`config.mk`:
```
export PLATFORM = sky130hd
export DESIGN_NAME = clr_limit_regs
export DESIGN_NICKNAME = d
export VERILOG_FILES = /design/src/core/clr_pkg.sv /design/src/core/clr_reg_if.sv /design/src/core/clr_limit_regs.sv /design/src/core/clr_smbus_slave.sv
export SDC_FILE = /design/constraint.sdc
export NUM_CORES = 1
export LEC_CHECK = 0
export ABC_AREA = 1
export ABC_CLOCK_PERIOD_IN_PS = 5000
export BUFFER_PORTS_ARGS = -buffer_cell sky130_fd_sc_hd__buf_2
export CORE_UTILIZATION = 35
export CTS_BUF_LIST = sky130_fd_sc_hd__clkbuf_4
export DETAILED_ROUTE_END_ITERATION = 8
export PLACE_DENSITY = 0.61
export SLEW_MARGIN = 30
export SYNTH_ARGS = -nofsm -noshare
export SYNTH_HDL_FRONTEND = slang
export SYNTH_SLANG_ARGS = --single-unit
```
`constraint.sdc`:
```
create_clock -name clk -period 5 [get_ports clk]
set_input_delay 0.5 -clock clk [delete_from_list [all_inputs] [get_ports clk]]
set_output_delay 0.5 -clock clk [all_outputs]
set_load 0.02 [all_outputs]
```
`src/core/clr_pkg.sv`:
```
// Package with register map, field layout and reset values of the limit registers, and bus target states.
package clr_pkg;
    // Bus target address; the value is arbitrary.
    localparam logic [6:0] BUS_ADDR = 7'h09;
    localparam logic [7:0] OFS_LINEAR_CTRL = 8'h12;
    localparam logic [7:0] OFS_WAKE_CTRL = 8'h30;
    localparam logic [7:0] OFS_PIN_CTRL = 8'h31;
    localparam logic [7:0] OFS_SYS_FLOOR = 8'h3E;
    localparam logic [7:0] OFS_HOST_IIN = 8'h3F;
    localparam int LINEAR_BIT = 2;
    localparam int WAKE_BIT = 0;
    localparam int PIN_DIS_BIT = 7;
    localparam int FLOOR_LSB = 8;
    localparam int FLOOR_MSB = 13;
    localparam int FLOOR_RSV_LSB = 14;
    localparam int IIN_LSB = 8;
    localparam int IIN_MSB = 14;
    localparam int IIN_RSV_BIT = 15;
    localparam logic [5:0] FLOOR_MIN_CODE = 6'h04;
    localparam logic [5:0] FLOOR_MAX_CODE = 6'h3F;
    localparam logic [5:0] FLOOR_DEF_1S = 6'h0E;
    localparam logic [5:0] FLOOR_DEF_2S = 6'h18;
    localparam logic [5:0] FLOOR_DEF_3S = 6'h24;
    localparam logic [5:0] FLOOR_DEF_4S = 6'h30;
    localparam logic [15:0] HOST_IIN_RESET = 16'h4100;
    localparam logic [12:0] IIN_STEP_MA = 13'h0032;
    localparam logic LINEAR_RESET = 1'b1;
    localparam logic WAKE_RESET = 1'b1;
    localparam logic PIN_DIS_RESET = 1'b0;
    typedef enum logic [2:0] {
        ST_IDLE = 3'b000,
        ST_RX = 3'b001,
        ST_RXDONE = 3'b010,
        ST_ACKTX = 3'b011,
        ST_TX = 3'b100,
        ST_ACKRX = 3'b101,
        ST_TXNEXT = 3'b110
    } clr_state_t;
    typedef enum logic [2:0] {
        PH_ADDR = 3'b000,
        PH_CMD = 3'b001,
        PH_LO = 3'b010,
        PH_HI = 3'b011,
        PH_OVER = 3'b100
    } clr_phase_t;
endpackage

```
`src/core/clr_reg_if.sv`:
```
// Interface carrying register accesses from the bus target to the register bank.
interface clr_reg_if;
    logic [7:0] cmd;
    logic [15:0] wrData;
    logic wrStrobe;
    logic [15:0] rdData;
    modport target (output cmd, output wrData, output wrStrobe, input rdData);
    modport bank (input cmd, input wrData, input wrStrobe, output rdData);
endinterface

```
`src/core/clr_limit_regs.sv`:
```
// Charger limit register bank: system voltage floor, host input current limit and controls.
//
// Notes on behaviour
// - Voltage floor spans 1.024 V to 16.128 V in 256 mV steps, binary weighted.
// - Floor writes below 1.024 V or above 16.128 V are dropped unchanged.
// - Floor default at reset follows cell strap: 3.584, 6.144, 9.216, 12.288 V.
// - Floor field sits in bits 13..8, weights 8192 down to 256 mV.
// - Floor write with bit 15 or 14 set is invalid and dropped.
// - Input overcurrent or undervoltage throttles charge current toward zero.
// - Host input limit spans 50 mA to 6400 mA in 50 mA steps.
// - Host input limit defaults to 3.3 A and reloads on adapter removal.
// - Input limit has fixed 50 mA offset; code zero means 50 mA.
// - Programmed input limit is a maximum, not a typical current.
// - Input-limit pin ignored if disabled by 0x31 bit 7 or above 4.0 V.
// - Input limit register: field bits 14..8, reserved bit 15, read-only low byte.
// - Input limit weights 3200 down to 50 mA from bit 14 to bit 8.
// - Linear battery mode is bit 2 of register 0x12, enabled after reset.
module clr_limit_regs (
    input wire logic clk,
    input wire logic rst_n,
    input wire logic scl,
    input wire logic sdaIn,
    output logic sdaOut,
    output logic sdaOe,
    input wire logic [1:0] cellCountStrap,
    input wire logic adapterPresent,
    input wire logic inputLimitPinGrounded,
    input wire logic inputLimitPinAboveOff,
    input wire logic inputOverCurrent,
    input wire logic inputUnderVoltage,
    output logic [13:0] floorMv,
    output logic [12:0] inputLimitMa,
    output logic linearBatteryMode,
    output logic autoWake,
    output logic inputOffState,
    output logic externalLoopActive,
    output logic chargeThrottle
);
    clr_reg_if bus ();

    logic [5:0] floor_r, floor_nxt;
    logic [6:0] hostIin_r, hostIin_nxt;
    logic linear_r, linear_nxt;
    logic wake_r, wake_nxt;
    logic pinDis_r, pinDis_nxt;
    logic adapterPrev_r;
    logic [13:0] floorMv_r, floorMv_nxt;
    logic [12:0] limitMa_r, limitMa_nxt;
    logic inputOff_r, inputOff_nxt;
    logic extLoop_r, extLoop_nxt;
    logic throttle_r, throttle_nxt;
    logic sdaOut_r;
    logic [5:0] floorDefault;
    logic [5:0] wrFloor;
    logic pinHonoured;
    logic [15:0] rdWord;

    clr_smbus_slave u_target (
        .clk(clk),
        .rst_n(rst_n),
        .scl(scl),
        .sdaIn(sdaIn),
        .sdaOe(sdaOe),
        .regs(bus.target)
    );

    always_comb
    begin
        case (cellCountStrap)
            2'h0: floorDefault = clr_pkg::FLOOR_DEF_1S;
            2'h1: floorDefault = clr_pkg::FLOOR_DEF_2S;
            2'h2: floorDefault = clr_pkg::FLOOR_DEF_3S;
            default: floorDefault = clr_pkg::FLOOR_DEF_4S;
        endcase
    end

    // The low byte of a floor or input limit write is never looked at.
    assign wrFloor = bus.wrData[clr_pkg::FLOOR_MSB:clr_pkg::FLOOR_LSB];

    always_comb
    begin
        floor_nxt = floor_r;
        hostIin_nxt = hostIin_r;
        linear_nxt = linear_r;
        wake_nxt = wake_r;
        pinDis_nxt = pinDis_r;
        if (bus.wrStrobe)
        begin
            case (bus.cmd)
                clr_pkg::OFS_SYS_FLOOR:
                    if (bus.wrData[15:clr_pkg::FLOOR_RSV_LSB] == 2'h0
                        && wrFloor >= clr_pkg::FLOOR_MIN_CODE
                        && wrFloor <= clr_pkg::FLOOR_MAX_CODE)
                        floor_nxt = wrFloor;
                clr_pkg::OFS_HOST_IIN:
                    if (!bus.wrData[clr_pkg::IIN_RSV_BIT])
                        hostIin_nxt = bus.wrData[clr_pkg::IIN_MSB:clr_pkg::IIN_LSB];
                clr_pkg::OFS_LINEAR_CTRL:
                    linear_nxt = bus.wrData[clr_pkg::LINEAR_BIT];
                clr_pkg::OFS_WAKE_CTRL:
                    wake_nxt = bus.wrData[clr_pkg::WAKE_BIT];
                clr_pkg::OFS_PIN_CTRL:
                    pinDis_nxt = bus.wrData[clr_pkg::PIN_DIS_BIT];
                default:
                    floor_nxt = floor_r;
            endcase
        end
        // Removal of the adapter outranks a host write in the same cycle, so a stale
        // high limit can never survive into the next attach.
        if (adapterPrev_r && !adapterPresent)
            hostIin_nxt = clr_pkg::HOST_IIN_RESET[clr_pkg::IIN_MSB:clr_pkg::IIN_LSB];
    end

    always_comb
    begin
        rdWord = 16'h0000;
        case (bus.cmd)
            clr_pkg::OFS_SYS_FLOOR:
                rdWord[clr_pkg::FLOOR_MSB:clr_pkg::FLOOR_LSB] = floor_r;
            clr_pkg::OFS_HOST_IIN:
                rdWord[clr_pkg::IIN_MSB:clr_pkg::IIN_LSB] = hostIin_r;
            clr_pkg::OFS_LINEAR_CTRL:
                rdWord[clr_pkg::LINEAR_BIT] = linear_r;
            clr_pkg::OFS_WAKE_CTRL:
                rdWord[clr_pkg::WAKE_BIT] = wake_r;
            clr_pkg::OFS_PIN_CTRL:
                rdWord[clr_pkg::PIN_DIS_BIT] = pinDis_r;
            default:
                rdWord = 16'h0000;
        endcase
    end
    assign bus.rdData = rdWord;

    assign pinHonoured = !pinDis_r && !inputLimitPinAboveOff;

    always_comb
    begin
        floorMv_nxt = {floor_r, 8'h00};
        // Each code is a ceiling: code n allows at most (n + 1) x 50 mA.
        limitMa_nxt = 13'((13'(hostIin_r) + 13'h0001)
            * clr_pkg::IIN_STEP_MA);
        inputOff_nxt = pinHonoured && inputLimitPinGrounded;
        extLoop_nxt = pinHonoured && !inputLimitPinGrounded;
        throttle_nxt = inputOverCurrent || inputUnderVoltage;
    end

    always_ff @(posedge clk)
    begin
        if (!rst_n)
        begin
            floor_r <= floorDefault;
            hostIin_r <= clr_pkg::HOST_IIN_RESET[clr_pkg::IIN_MSB:clr_pkg::IIN_LSB];
            linear_r <= clr_pkg::LINEAR_RESET;
            wake_r <= clr_pkg::WAKE_RESET;
            pinDis_r <= clr_pkg::PIN_DIS_RESET;
            adapterPrev_r <= 1'b0;
            floorMv_r <= 14'h0000;
            limitMa_r <= 13'h0000;
            inputOff_r <= 1'b0;
            extLoop_r <= 1'b0;
            throttle_r <= 1'b0;
            sdaOut_r <= 1'b0;
        end
        else
        begin
            floor_r <= floor_nxt;
            hostIin_r <= hostIin_nxt;
            linear_r <= linear_nxt;
            wake_r <= wake_nxt;
            pinDis_r <= pinDis_nxt;
            adapterPrev_r <= adapterPresent;
            floorMv_r <= floorMv_nxt;
            limitMa_r <= limitMa_nxt;
            inputOff_r <= inputOff_nxt;
            extLoop_r <= extLoop_nxt;
            throttle_r <= throttle_nxt;
            sdaOut_r <= 1'b0;
        end
    end

    assign sdaOut = sdaOut_r;
    assign floorMv = floorMv_r;
    assign inputLimitMa = limitMa_r;
    assign linearBatteryMode = linear_r;
    assign autoWake = wake_r;
    assign inputOffState = inputOff_r;
    assign externalLoopActive = extLoop_r;
    assign chargeThrottle = throttle_r;
endmodule // clr_limit_regs

```
`src/core/clr_smbus_slave.sv`:
```
// Two-wire bus target handling write-word and read-word transfers.
module clr_smbus_slave (
    input wire logic clk,
    input wire logic rst_n,
    input wire logic scl,
    input wire logic sdaIn,
    output logic sdaOe,
    clr_reg_if.target regs
);
    clr_pkg::clr_state_t state_r, state_nxt;
    clr_pkg::clr_phase_t phase_r, phase_nxt;
    logic [2:0] bitCnt_r, bitCnt_nxt;
    logic [7:0] shift_r, shift_nxt;
    logic [7:0] cmd_r, cmd_nxt;
    logic [7:0] dataLo_r, dataLo_nxt;
    logic [15:0] txShift_r, txShift_nxt;
    logic [15:0] wrData_r, wrData_nxt;
    logic isRead_r, isRead_nxt;
    logic sdaOe_r, sdaOe_nxt;
    logic wrStrobe_r, wrStrobe_nxt;
    logic sclPrev_r, sdaPrev_r;
    logic sclRise, sclFall, startCond, stopCond;

    assign sclRise = scl && !sclPrev_r;
    assign sclFall = !scl && sclPrev_r;
    assign startCond = scl && sclPrev_r && sdaPrev_r && !sdaIn;
    assign stopCond = scl && sclPrev_r && !sdaPrev_r && sdaIn;

    always_comb
    begin
        state_nxt = state_r;
        phase_nxt = phase_r;
        bitCnt_nxt = bitCnt_r;
        shift_nxt = shift_r;
        cmd_nxt = cmd_r;
        dataLo_nxt = dataLo_r;
        txShift_nxt = txShift_r;
        wrData_nxt = wrData_r;
        isRead_nxt = isRead_r;
        sdaOe_nxt = sdaOe_r;
        wrStrobe_nxt = 1'b0;
        if (startCond)
        begin
            state_nxt = clr_pkg::ST_RX;
            phase_nxt = clr_pkg::PH_ADDR;
            bitCnt_nxt = 3'h0;
            sdaOe_nxt = 1'b0;
        end
        else if (stopCond)
        begin
            state_nxt = clr_pkg::ST_IDLE;
            sdaOe_nxt = 1'b0;
        end
        else
        begin
            case (state_r)
                clr_pkg::ST_RX:
                    if (sclRise)
                    begin
                        shift_nxt = {shift_r[6:0], sdaIn};
                        bitCnt_nxt = bitCnt_r + 3'h1;
                        if (bitCnt_r == 3'h7)
                            state_nxt = clr_pkg::ST_RXDONE;
                    end
                clr_pkg::ST_RXDONE:
                    if (sclFall)
                    begin
                        state_nxt = clr_pkg::ST_ACKTX;
                        sdaOe_nxt = 1'b1;
                        case (phase_r)
                            clr_pkg::PH_ADDR:
                                if (shift_r[7:1] != clr_pkg::BUS_ADDR)
                                begin
                                    state_nxt = clr_pkg::ST_IDLE;
                                    sdaOe_nxt = 1'b0;
                                end
                                else
                                begin
                                    isRead_nxt = shift_r[0];
                                    phase_nxt = clr_pkg::PH_CMD;
                                    // Low byte goes first on the wire.
                                    txShift_nxt = {regs.rdData[7:0], regs.rdData[15:8]};
                                end
                            clr_pkg::PH_CMD:
                            begin
                                cmd_nxt = shift_r;
                                phase_nxt = clr_pkg::PH_LO;
                            end
                            clr_pkg::PH_LO:
                            begin
                                dataLo_nxt = shift_r;
                                phase_nxt = clr_pkg::PH_HI;
                            end
                            clr_pkg::PH_HI:
                            begin
                                wrData_nxt = {shift_r, dataLo_r};
                                wrStrobe_nxt = 1'b1;
                                phase_nxt = clr_pkg::PH_OVER;
                            end
                            default:
                            begin
                                state_nxt = clr_pkg::ST_IDLE;
                                sdaOe_nxt = 1'b0;
                            end
                        endcase
                    end
                clr_pkg::ST_ACKTX:
                    if (sclFall)
                    begin
                        bitCnt_nxt = 3'h0;
                        if (isRead_r)
                        begin
                            state_nxt = clr_pkg::ST_TX;
                            sdaOe_nxt = !txShift_r[15];
                        end
                        else
                        begin
                            state_nxt = clr_pkg::ST_RX;
                            sdaOe_nxt = 1'b0;
                        end
                    end
                clr_pkg::ST_TX:
                    if (sclFall)
                    begin
                        txShift_nxt = {txShift_r[14:0], 1'b0};
                        bitCnt_nxt = bitCnt_r + 3'h1;
                        if (bitCnt_r == 3'h7)
                        begin
                            state_nxt = clr_pkg::ST_ACKRX;
                            sdaOe_nxt = 1'b0;
                        end
                        else
                            sdaOe_nxt = !txShift_r[14];
                    end
                clr_pkg::ST_ACKRX:
                    if (sclRise)
                        state_nxt = sdaIn ? clr_pkg::ST_IDLE : clr_pkg::ST_TXNEXT;
                clr_pkg::ST_TXNEXT:
                    if (sclFall)
                    begin
                        state_nxt = clr_pkg::ST_TX;
                        bitCnt_nxt = 3'h0;
                        sdaOe_nxt = !txShift_r[15];
                    end
                default:
                    state_nxt = clr_pkg::ST_IDLE;
            endcase
        end
    end

    always_ff @(posedge clk)
    begin
        if (!rst_n)
        begin
            state_r <= clr_pkg::ST_IDLE;
            phase_r <= clr_pkg::PH_ADDR;
            bitCnt_r <= 3'h0;
            shift_r <= 8'h00;
            cmd_r <= 8'h00;
            dataLo_r <= 8'h00;
            txShift_r <= 16'h0000;
            wrData_r <= 16'h0000;
            isRead_r <= 1'b0;
            sdaOe_r <= 1'b0;
            wrStrobe_r <= 1'b0;
            sclPrev_r <= 1'b1;
            sdaPrev_r <= 1'b1;
        end
        else
        begin
            state_r <= state_nxt;
            phase_r <= phase_nxt;
            bitCnt_r <= bitCnt_nxt;
            shift_r <= shift_nxt;
            cmd_r <= cmd_nxt;
            dataLo_r <= dataLo_nxt;
            txShift_r <= txShift_nxt;
            wrData_r <= wrData_nxt;
            isRead_r <= isRead_nxt;
            sdaOe_r <= sdaOe_nxt;
            wrStrobe_r <= wrStrobe_nxt;
            sclPrev_r <= scl;
            sdaPrev_r <= sdaIn;
        end
    end

    assign sdaOe = sdaOe_r;
    assign regs.cmd = cmd_r;
    assign regs.wrData = wrData_r;
    assign regs.wrStrobe = wrStrobe_r;
endmodule // clr_smbus_slave

```
==> flow_summary_export.csv, run 1 <==
group,metric,value,unit
setup_path,cp.arrival,3.78,ns
detailed_routing,vias,4067,
detailed_routing,drcViolationCount,0,
synth,synth_seq_cells,98,
sta,setup_tns,0,ns
global_routing,grt_pass1_vias,3517,
setup_path,reg2reg_setup_slack,1.64,ns
cells_and_area,fillCellCount,1457,
setup_path,cp-end-kind,"register",
run,maxCapViolCount,0,
setup_path,critical_path_peak_fanout,8,
place,finalWeightedCongestion,0.817,
place,port_buffers,34,
synth,synthAdderAreaFrac,8.15,%
sta,drv_slew,0,
setup_path,max_stage_delay,0.52,ns
pwr,total_power,0.00142,W
synth,synthFlopType,"dfxtp_1",
setup_path,start_kind,"register",
setup_path,slowest_stage,"dfxtp_1",
synth,postSynthAreaPerCell,7.46,µm²
global_routing,grt_max_degree,73,
cells_and_area,nets,744,
floorplan,die_y,122,µm
detailed_routing,wl_per_cell,11.5,µm
detailed_routing,drt_iter0_drc,247,
cells_and_area,final_cell_mix,"nand2_1, dfxtp_1, inv_1, nor2_1, o21ai_0",
place,hpwl,7430,µm
global_routing,grt_remaining_overflow,0,
sta,tightest_slew,0.893,ns
clocking,postCtsSetupRepairBufs,0,
global_routing,track_usage,14.7,%
floorplan,die-width,122,µm
setup_path,critical_path_class,"reg -> reg",
sta,setup_viol,0,
clocking,h-tree-depth,3,
sta,fin_skew,0.0370,ns
clocking,cts_buffers,9,
cells_and_area,multi_input_area,2500,µm²
synth,synth.distinct_cells,45,
floorplan,start_util,36.1,%
cells_and_area,final_common_cell,"nand2_1",
floorplan,ios,45,
clocking,cts_tree,"done",
detailed_routing,viasPerCell,4.58,
setup_path,critPathBufInv,3,
pwr,powerDensity,261,nW/µm²
outcome,status,"completed",
clocking,root_buffer,"clkbuf_4",
floorplan,core_area,13900,µm²
sta,period_needed,3.36,ns
clocking,clk_pin_slew_worst_paths,0.18,ns
synth,synthCells,675,
setup_path,cp_cell_sequence,"ha_1 -> nand2_1 -> inv_1 -> nand2_1 -> nor3_1 -> xor2_1 -> inv_1 -> ha_1 -> ha_1 -> ha_1 -> ha_1 -> nand2_1 -> inv_1 -> nand4_1 -> nand3_1 -> o21ai_0 -> a21oi_1",
setup_path,required,5.43,ns
global_routing,grt_pass1_wl,17000,µm
clocking,cts_resized,0,
detailed_routing,drtAntennaViolNets,0,
floorplan,row_count,43,
cells_and_area,seq_area,2020,µm²
pwr,leakage,2.58,nW
sta,slew_headroom,39.9,%
synth,synth_simple_gate_area_share,26.7,%
setup_path,cp_top_family,"adder cells",
synth,synth.area.mux_share,0,%
synth,ys_seq_area_share,40.2,%
clocking,cts_sinks,98,
synth,synth_top_family_by_area,"simple AND/OR/NAND/NOR gates",
sta,fmax,0.298,GHz
floorplan,die_area,14900,µm²
synth,synth_edf_count,6,
setup_path,cp_common_cell,"ha_1",
sta,finalHoldViolCount,0,
clocking,hold_buffers,0,
pwr,max-vdd-ir-drop,0.0987,mV
synth,synth-compound-area-share,12.7,%
clocking,clock_path_buffers,2,
sta,rsz0062_at_grt,"false",
synth,synthArstFlopShare,0,%
global_routing,antenna_found_initial,0,
sta,fin_crit_sh,67.1,%
clocking,clock_latency,0.49,ns
cells_and_area,drive_gt1_share,13.9,%
min_path,hp-class,"in -> reg",
synth,yosys_warnings,0,
synth,syn-cell-area,5030,µm²
cells_and_area,syn2layout_area_growth,7.78,%
synth,synth_xor_area_share,1.39,%
detailed_routing,firstDrtPassIters,4,
detailed_routing,drt-total-wl,10200,µm
## per-stage QoR
step | instances | cell area (µm²) | utilization, % | worst slack, ns | hold slack (ns)
floorplan | 684 | 5070 | - | 1.98 | 0.429
global placement | 871 | 5280 | 37.9 | 1.67 | 0.446
detailed placement | 871 | 5280 | 37.9 | 1.63 | 0.448
CTS | 887 | 5420 | 38.9 | 1.63 | 0.128
global route | 887 | 5420 | 38.9 | 1.32 | 0.111
finish | 888 | 5430 | 38.9 | 1.64 | 0.148
## path summary, 6_finish.rpt
kind / start / endpoint / cells past startpoint
max reg2reg: hostIin_r[0]$_SDFFE_PP1P_ / inputLimitMa[11]$_SDFF_PN0_ / 17
max: hostIin_r[0]$_SDFFE_PP1P_ / inputLimitMa[11]$_SDFF_PN0_ / 17
min reg2reg: u_target.dataLo_r[2]$_SDFFE_PN0P_ / u_target.regs.wrData[2]$_SDFFE_PN0P_ / 2
min: inputLimitPinGrounded / externalLoopActive$_SDFF_PN0_ / 2
## layer usage
| metal | track usage (%) | part of all wire [%] | vias to the layer above |
|---|---|---|---|
| li1 | - | - | 2188 |
| met1 | 20.3 | 51 | 1795 |
| met2 | 21.7 | 43 | 71 |
| met3 | 4.17 | 3.9 | 13 |
| met4 | 5.02 | 2.0 | 0 |
| met5 | 0 | 0 | - |
## logic make-up after synthesis
kind of cell,after synthesis
compound gates,120
xor+xnor,8
fa+ha+maj,31
buf+inv,123
flops,98
other cells,1
simple gates,294
## worst register-to-register path, cell delays in order, from the launching register on
cell     delay, ns
dfxtp_1       0.52
ha_1          0.23
nand2_1       0.06
inv_1         0.09
nand2_1       0.08
nor3_1        0.18
xor2_1        0.33
inv_1         0.08
ha_1          0.30
ha_1          0.29
ha_1          0.30
ha_1          0.36
nand2_1       0.07
inv_1         0.07
nand4_1       0.07
nand3_1       0.10
o21ai_0       0.07
a21oi_1       0.14
## report_power, final
part	total (W)	switching, W	internal, W
sequential	0.000832	0.0000165	0.000815
combinational	0.000142	0.0000956	0.0000461
clock	0.000444	0.000285	0.000159
total	0.00142	0.000397	0.00102
## cell type report
type | count | area share, %
Antenna cell | 1 | 0.0461
Clock buffer | 10 | 1.38
Clock inverter | 6 | 1.18
Inverter | 95 | 6.62
Multi-Input combinational cell | 463 | 46.1
Sequential cell | 98 | 37.3
Tap cell | 180 | 4.15
Timing Repair Buffer | 35 | 3.27
## sequential cells by signal, summed over array words and instances, names as in the netlist, 3 cells and up
register,cells
u_target.txShift_r,16
inputLimitMa,12
u_target.regs.wrData,11
u_target.regs.cmd,8
u_target.shift_r,8
hostIin_r,7
floorMv,6
floor_r,6
u_target.bitCnt_r,3
u_target.dataLo_r,3
u_target.phase_r,3
u_target.state_r,3
## synthesized netlist by cell type (3+ instances only)
cell type / instances / area, µm²
o21ai_1: 4 / 20.0
ha_1: 28 / 350
nand4_1: 11 / 68.8
nand3_1: 25 / 125
edfxtp_1: 6 / 180
clkbuf_1: 7 / 26.3
a21oi_1: 50 / 250
nand2_1: 150 / 563
nor2_2: 22 / 138
o21ai_0: 53 / 265
buf_4: 12 / 90.1
inv_2: 6 / 22.5
nor2_1: 63 / 236
nand2_2: 5 / 31.3
buf_2: 4 / 20.0
fa_1: 3 / 60.1
xor2_1: 7 / 61.3
nor3_1: 5 / 25.0
inv_1: 87 / 327
dfxtp_1: 92 / 1840
(Power assumes the default switching activity.)
==> inputs of run 2 (changes only) <==
--- a/config.mk
+++ b/config.mk
@@ -6,7 +6,7 @@
 export NUM_CORES = 1
 export LEC_CHECK = 0
 export ABC_AREA = 1
-export ABC_CLOCK_PERIOD_IN_PS = 5000
+export ABC_CLOCK_PERIOD_IN_PS = 3120
 export BUFFER_PORTS_ARGS = -buffer_cell sky130_fd_sc_hd__buf_2
 export CORE_UTILIZATION = 35
 export CTS_BUF_LIST = sky130_fd_sc_hd__clkbuf_4
==> constraint.sdc (replaced) <==
create_clock -name clk -period 3.12 [get_ports clk]
set_input_delay 0.312 -clock clk [delete_from_list [all_inputs] [get_ports clk]]
set_output_delay 0.312 -clock clk [all_outputs]
set_load 0.02 [all_outputs]
==> flow_summary_export.csv, run 2 (synthesized netlist as in run 1, its figures left out) <==
group,metric,value,unit
setup_path,cp-end-kind,"register",
min_path,min_to,"chargeThrottle$_SDFF_PN0_",
setup_path,worstRegToRegCells,15,
sta,fin_skew,0.0236,ns
clocking,clock_latency,0.47,ns
clocking,h-tree-depth,3,
setup_path,cp_common_cell,"ha_1",
pwr,max-vdd-ir-drop,0.147,mV
cells_and_area,fillCellCount,1435,
cells_and_area,drive_gt1_share,16.2,%
cells_and_area,final_cell_mix,"nand2_1, dfxtp_1, inv_1, nor2_1, o21ai_0",
setup_path,critical_path_class,"reg -> reg",
floorplan,die-width,122,µm
detailed_routing,vias,4092,
min_path,hp-class,"in -> reg",
cells_and_area,seq_area,2020,µm²
global_routing,grt_max_degree,65,
clocking,cts_sinks,98,
place,hpwl,7520,µm
sta,drv_slew,0,
global_routing,track_usage,14.5,%
clocking,root_buffer,"clkbuf_4",
global_routing,grt_pass1_vias,3535,
place,placed_area,5320,µm²
detailed_routing,firstDrtPassIters,6,
clocking,clock_path_buffers,2,
setup_path,slowest_stage,"dfxtp_2",
detailed_routing,viasPerCell,4.57,
floorplan,row_count,43,
place,dp_cells,876,
place,finalWeightedCongestion,0.826,
detailed_routing,drtAntennaViolNets,0,
cells_and_area,regMostFlops,"u_target.txShift_r",
pwr,powerDensity,416,nW/µm²
setup_path,start_kind,"register",
pwr,leakage,2.63,nW
sta,finalHoldViolCount,0,
setup_path,cp.arrival,3.35,ns
floorplan,die_y,122,µm
cells_and_area,fin_cells,895,
sta,setup_viol,0,
cells_and_area,multi_input_area,2580,µm²
sta,period_needed,2.96,ns
sta,tightest_slew,0.721,ns
sta,fmax,0.338,GHz
detailed_routing,drcViolationCount,0,
sta,slew_headroom,51.4,%
sta,setup_tns,0,ns
clocking,cts_buffers,9,
detailed_routing,wl_per_cell,11.4,µm
global_routing,grt_pass1_wl,16800,µm
global_routing,grt_remaining_overflow,0,
sta,worst_slack,0.159,ns
pwr,total_power,0.00232,W
min_path,min_delay_path_depth,3,
sta,fin_crit_sh,94.9,%
floorplan,die_area,14900,µm²
run,maxCapViolCount,0,
global_routing,antenna_found_initial,0,
detailed_routing,drt_iter0_drc,229,
setup_path,reg2reg_setup_slack,0.16,ns
cells_and_area,final_common_cell,"nand2_1",
floorplan,start_util,36.1,%
setup_path,critical_path_peak_fanout,7,
clocking,cts_tree,"done",
place,port_buffers,34,
setup_path,cp_cell_sequence,"buf_4 -> nand3_1 -> nor2_1 -> nand2_1 -> xor2_1 -> inv_1 -> ha_1 -> ha_1 -> ha_1 -> ha_2 -> a21o_1 -> a31oi_1 -> nand3_1 -> nand2_1 -> nor2_1",
cells_and_area,largest_reg_flops,16,
min_path,hold_start,"inputOverCurrent",
outcome,status,"completed",
setup_path,max_stage_delay,0.35,ns
cells_and_area,design_area,5590,µm²
cells_and_area,nets,751,
setup_path,required,3.51,ns
floorplan,ios,45,
place,preCtsSetupSlack,0.0119,ns
cells_and_area,syn2layout_area_growth,11.0,%
setup_path,reg2reg_from,"hostIin_r[0]$_SDFFE_PP1P_",
floorplan,core_area,13900,µm²
setup_path,r2r-end,"inputLimitMa[12]$_SDFF_PN0_",
detailed_routing,drt-total-wl,10200,µm
clocking,clk_pin_slew_worst_paths,0.15,ns
-- run 2: per-stage QoR --
step           hold WS, ns  util (%)
6_report            0.0562      40.1
4_1_cts             0.0128      39.4
3_5_place_dp         0.449      38.2
5_1_grt             0.0447      40.1
2_1_floorplan        0.384         -
3_3_place_gp         0.446      38.2
-- run 2: how the worst max path moves through the flow --
stage	slack, ns	from	to
after floorplan	0.1	hostIin_r[0]$_SDFFE_PP1P_	inputLimitMa[10]$_SDFF_PN0_
after global placement	0.06	hostIin_r[0]$_SDFFE_PP1P_	inputLimitMa[11]$_SDFF_PN0_
after detailed placement	0.01	hostIin_r[0]$_SDFFE_PP1P_	inputLimitMa[11]$_SDFF_PN0_
after CTS	0.01	hostIin_r[0]$_SDFFE_PP1P_	inputLimitMa[11]$_SDFF_PN0_
after global routing	-0.03	hostIin_r[0]$_SDFFE_PP1P_	inputLimitMa[12]$_SDFF_PN0_
final	0.16	hostIin_r[0]$_SDFFE_PP1P_	inputLimitMa[12]$_SDFF_PN0_
-- run 2: layout make-up --
| class | instances | area share, % |
|---|---|---|
| tap | 180 | 4.03 |
| inverter | 95 | 6.43 |
| sequential | 98 | 36.2 |
| antenna | 1 | 0.0448 |
| timing repair buffer | 42 | 4.17 |
| clock inverter | 7 | 1.61 |
| clock buffer | 9 | 1.21 |
| multi-input combinational | 463 | 46.3 |
-- run 2: layer usage --
layer  vias up  GRT usage (%)  routed length, µm
met5         -              0                  0
met4         0           5.32                175
met3        14           3.23                352
met2        65           22.1               4540
met1      1814           19.8               5100
li1       2199              -                  -
-- run 2: critical path: cells and delay by family, from the launching register on --
family,cells,cell delay [ns]
adders and majority gates,4,1.20
and+or+nand+nor,6,0.54
AOI/OAI and AO/OA,2,0.42
DFF,1,0.35
buffers and inverters,2,0.25
xor gates and xnor gates,1,0.13
-- run 2: repair_timing --
item / CTS / global route
buffers inserted: 0 / 1
hold buffers: 1 / 0
gates resized for setup: 0 / 14
hold endpoints to repair: 2 / 0
endpoints found under the setup margin: 0 / 5
-- run 2: where the power goes --
part	switching [W]	total, W	internal [W]
sequential	0.0000258	0.00133	0.00131
clock	0.000439	0.000764	0.000325
combinational	0.000154	0.000228	0.0000745
total	0.000619	0.00232	0.00171
==> inputs of run 3 (changes only) <==
--- a/config.mk
+++ b/config.mk
@@ -7,10 +7,11 @@
 export LEC_CHECK = 0
 export ABC_AREA = 1
 export ABC_CLOCK_PERIOD_IN_PS = 3120
-export BUFFER_PORTS_ARGS = -buffer_cell sky130_fd_sc_hd__buf_2
+export BUFFER_PORTS_ARGS = -buffer_cell sky130_fd_sc_hd__clkbuf_2
 export CORE_UTILIZATION = 35
 export CTS_BUF_LIST = sky130_fd_sc_hd__clkbuf_4
 export DETAILED_ROUTE_END_ITERATION = 8
+export GPL_ROUTABILITY_DRIVEN = 0
 export PLACE_DENSITY = 0.61
 export SLEW_MARGIN = 30
 export SYNTH_ARGS = -nofsm -noshare
==> flow_summary_export.csv, run 3 (synthesized netlist as in run 1, its figures left out) <==
group,metric,value,unit
global_routing,top_usage_layer,"met2",
sta,fin_skew,0.0313,ns
cells_and_area,drive_gt1_share,16.7,%
cells_and_area,fin_util,40.0,%
detailed_routing,drtAntennaViolNets,0,
clocking,clock_path_buffers,2,
sta,period_needed,2.94,ns
clocking,cts_buffers,9,
detailed_routing,vias,4143,
cells_and_area,regMostFlops,"u_target.txShift_r",
place,preCtsSetupSlack,0.0545,ns
cells_and_area,nets,751,
detailed_routing,drt-total-wl,10300,µm
setup_path,cp-end-kind,"register",
setup_path,slowest_stage,"fa_1",
detailed_routing,firstDrtPassIters,7,
sta,slew_headroom,41.8,%
global_routing,use_met2,22.6,%
setup_path,worstRegToRegCells,17,
cells_and_area,design_area,5580,µm²
cells_and_area,fillCellCount,1428,
floorplan,die-width,122,µm
outcome,status,"completed",
pwr,total_power,0.00219,W
global_routing,grt_pass1_vias,3535,
detailed_routing,wl_per_cell,11.6,µm
global_routing,use_met3,3.23,%
floorplan,core_area,13900,µm²
clocking,clock_latency,0.48,ns
setup_path,max_stage_delay,0.50,ns
sta,finalHoldViolCount,0,
cells_and_area,final_cell_mix,"nand2_1, dfxtp_1, inv_1, nor2_1, o21ai_0",
clocking,root_buffer,"clkbuf_4",
min_path,min_delay_path_depth,3,
sta,whs,0.0493,ns
sta,fmax,0.340,GHz
sta,fin_crit_sh,94.3,%
setup_path,critical_path_peak_fanout,6,
global_routing,grt_pass1_wl,17000,µm
clocking,h-tree-depth,3,
setup_path,cp.arrival,3.38,ns
sta,drv_slew,0,
place,port_buffers,34,
floorplan,die_area,14900,µm²
clocking,clk_pin_slew_worst_paths,0.16,ns
detailed_routing,viasPerCell,4.63,
setup_path,critical_path_class,"reg -> reg",
sta,setup_viol,0,
setup_path,start_kind,"register",
detailed_routing,drcViolationCount,0,
run,maxCapViolCount,0,
place,placed_area,5320,µm²
floorplan,die_y,122,µm
floorplan,ios,45,
pwr,powerDensity,393,nW/µm²
sta,worst_slack,0.179,ns
min_path,hp-class,"in -> reg",
floorplan,row_count,43,
global_routing,track_usage,14.7,%
global_routing,grt_max_degree,73,
setup_path,cp_cell_sequence,"ha_1 -> nand2_1 -> inv_2 -> nand2_2 -> xor2_2 -> ha_1 -> ha_1 -> inv_1 -> fa_1 -> inv_1 -> ha_4 -> nand2_1 -> inv_1 -> nand4_1 -> nand3_1 -> nand2_1 -> nor2_1",
global_routing,antenna_found_initial,1,
clocking,cts_sinks,98,
cells_and_area,final_common_cell,"nand2_1",
global_routing,grt_remaining_overflow,0,
clocking,cts_tree,"done",
pwr,leakage,2.60,nW
global_routing,use_met1,19.9,%
place,hpwl,7400,µm
floorplan,start_util,36.1,%
setup_path,required,3.55,ns
cells_and_area,syn2layout_area_growth,10.8,%
pwr,max-vdd-ir-drop,0.173,mV
cells_and_area,largest_reg_flops,16,
sta,tightest_slew,0.864,ns
detailed_routing,drt_iter0_drc,273,
run 3: cell types whose count changed in the layout (fill, tap and decap cells not counted), moves of 2 or more:
cell and delta:
ha_4 +2, buf_2 -34, clkbuf_2 +34, bufinv_16 -2
run 3: final timing paths:
check / slack [ns] / start / to
max: 0.18 / hostIin_r[0]$_SDFFE_PP1P_ / inputLimitMa[12]$_SDFF_PN0_
min: 0.05 / inputOverCurrent / chargeThrottle$_SDFF_PN0_
max reg2reg: 0.18 / hostIin_r[0]$_SDFFE_PP1P_ / inputLimitMa[12]$_SDFF_PN0_
min reg2reg: 0.47 / u_target.dataLo_r[7]$_SDFFE_PN0P_ / u_target.regs.wrData[7]$_SDFFE_PN0P_
run 3: metrics by stage:
step | cells | TNS [ns]
global route | 895 | -0.0256
detailed placement | 876 | 0
global placement | 876 | 0
floorplan | 684 | 0
finish | 895 | 0
CTS | 894 | 0
run 3: where the power goes:
part | switching (W) | total, W | internal (W)
registers | 0.0000265 | 0.00133 | 0.00131
clock network | 0.000453 | 0.000627 | 0.000174
logic | 0.000155 | 0.000230 | 0.0000753
run 3: worst max-delay path: cells and delay by family, from the launching register on:
kind	cells	cell delay, ns
and+or+nand+nor	7	0.64
buffers and inverters	4	0.27
adders and majority gates	5	1.53
DFF	1	0.35
xor gates and xnor gates	1	0.15
run 3: cell type report:
cell class              count  area (µm²)  share of cell area (%)
flip-flops and latches     98        2020                    36.3
inverters                  95         359                    6.44
well taps                 180         225                    4.04
clock buffers              10        75.1                    1.35
repair buffers             42         235                    4.22
clock inverters             6        40.0                   0.718
diodes                      1        2.50                  0.0449
multi-input cells         463        2620                    46.9
run 3: layer usage:
layer | wire length, µm | part of all wire [%]
met1 | 5110 | 49
met2 | 4700 | 45
met3 | 379 | 3.7
met4 | 144 | 1.4
met5 | 0 | 0
run 3: what timing repair did:
item / 4_1_cts / 5_1_grt
hold endpoints to repair: 3 / 0
gates resized for setup: 0 / 17
hold buffers: 2 / 0
buffers inserted: 0 / 0
setup endpoints to repair: 0 / 5
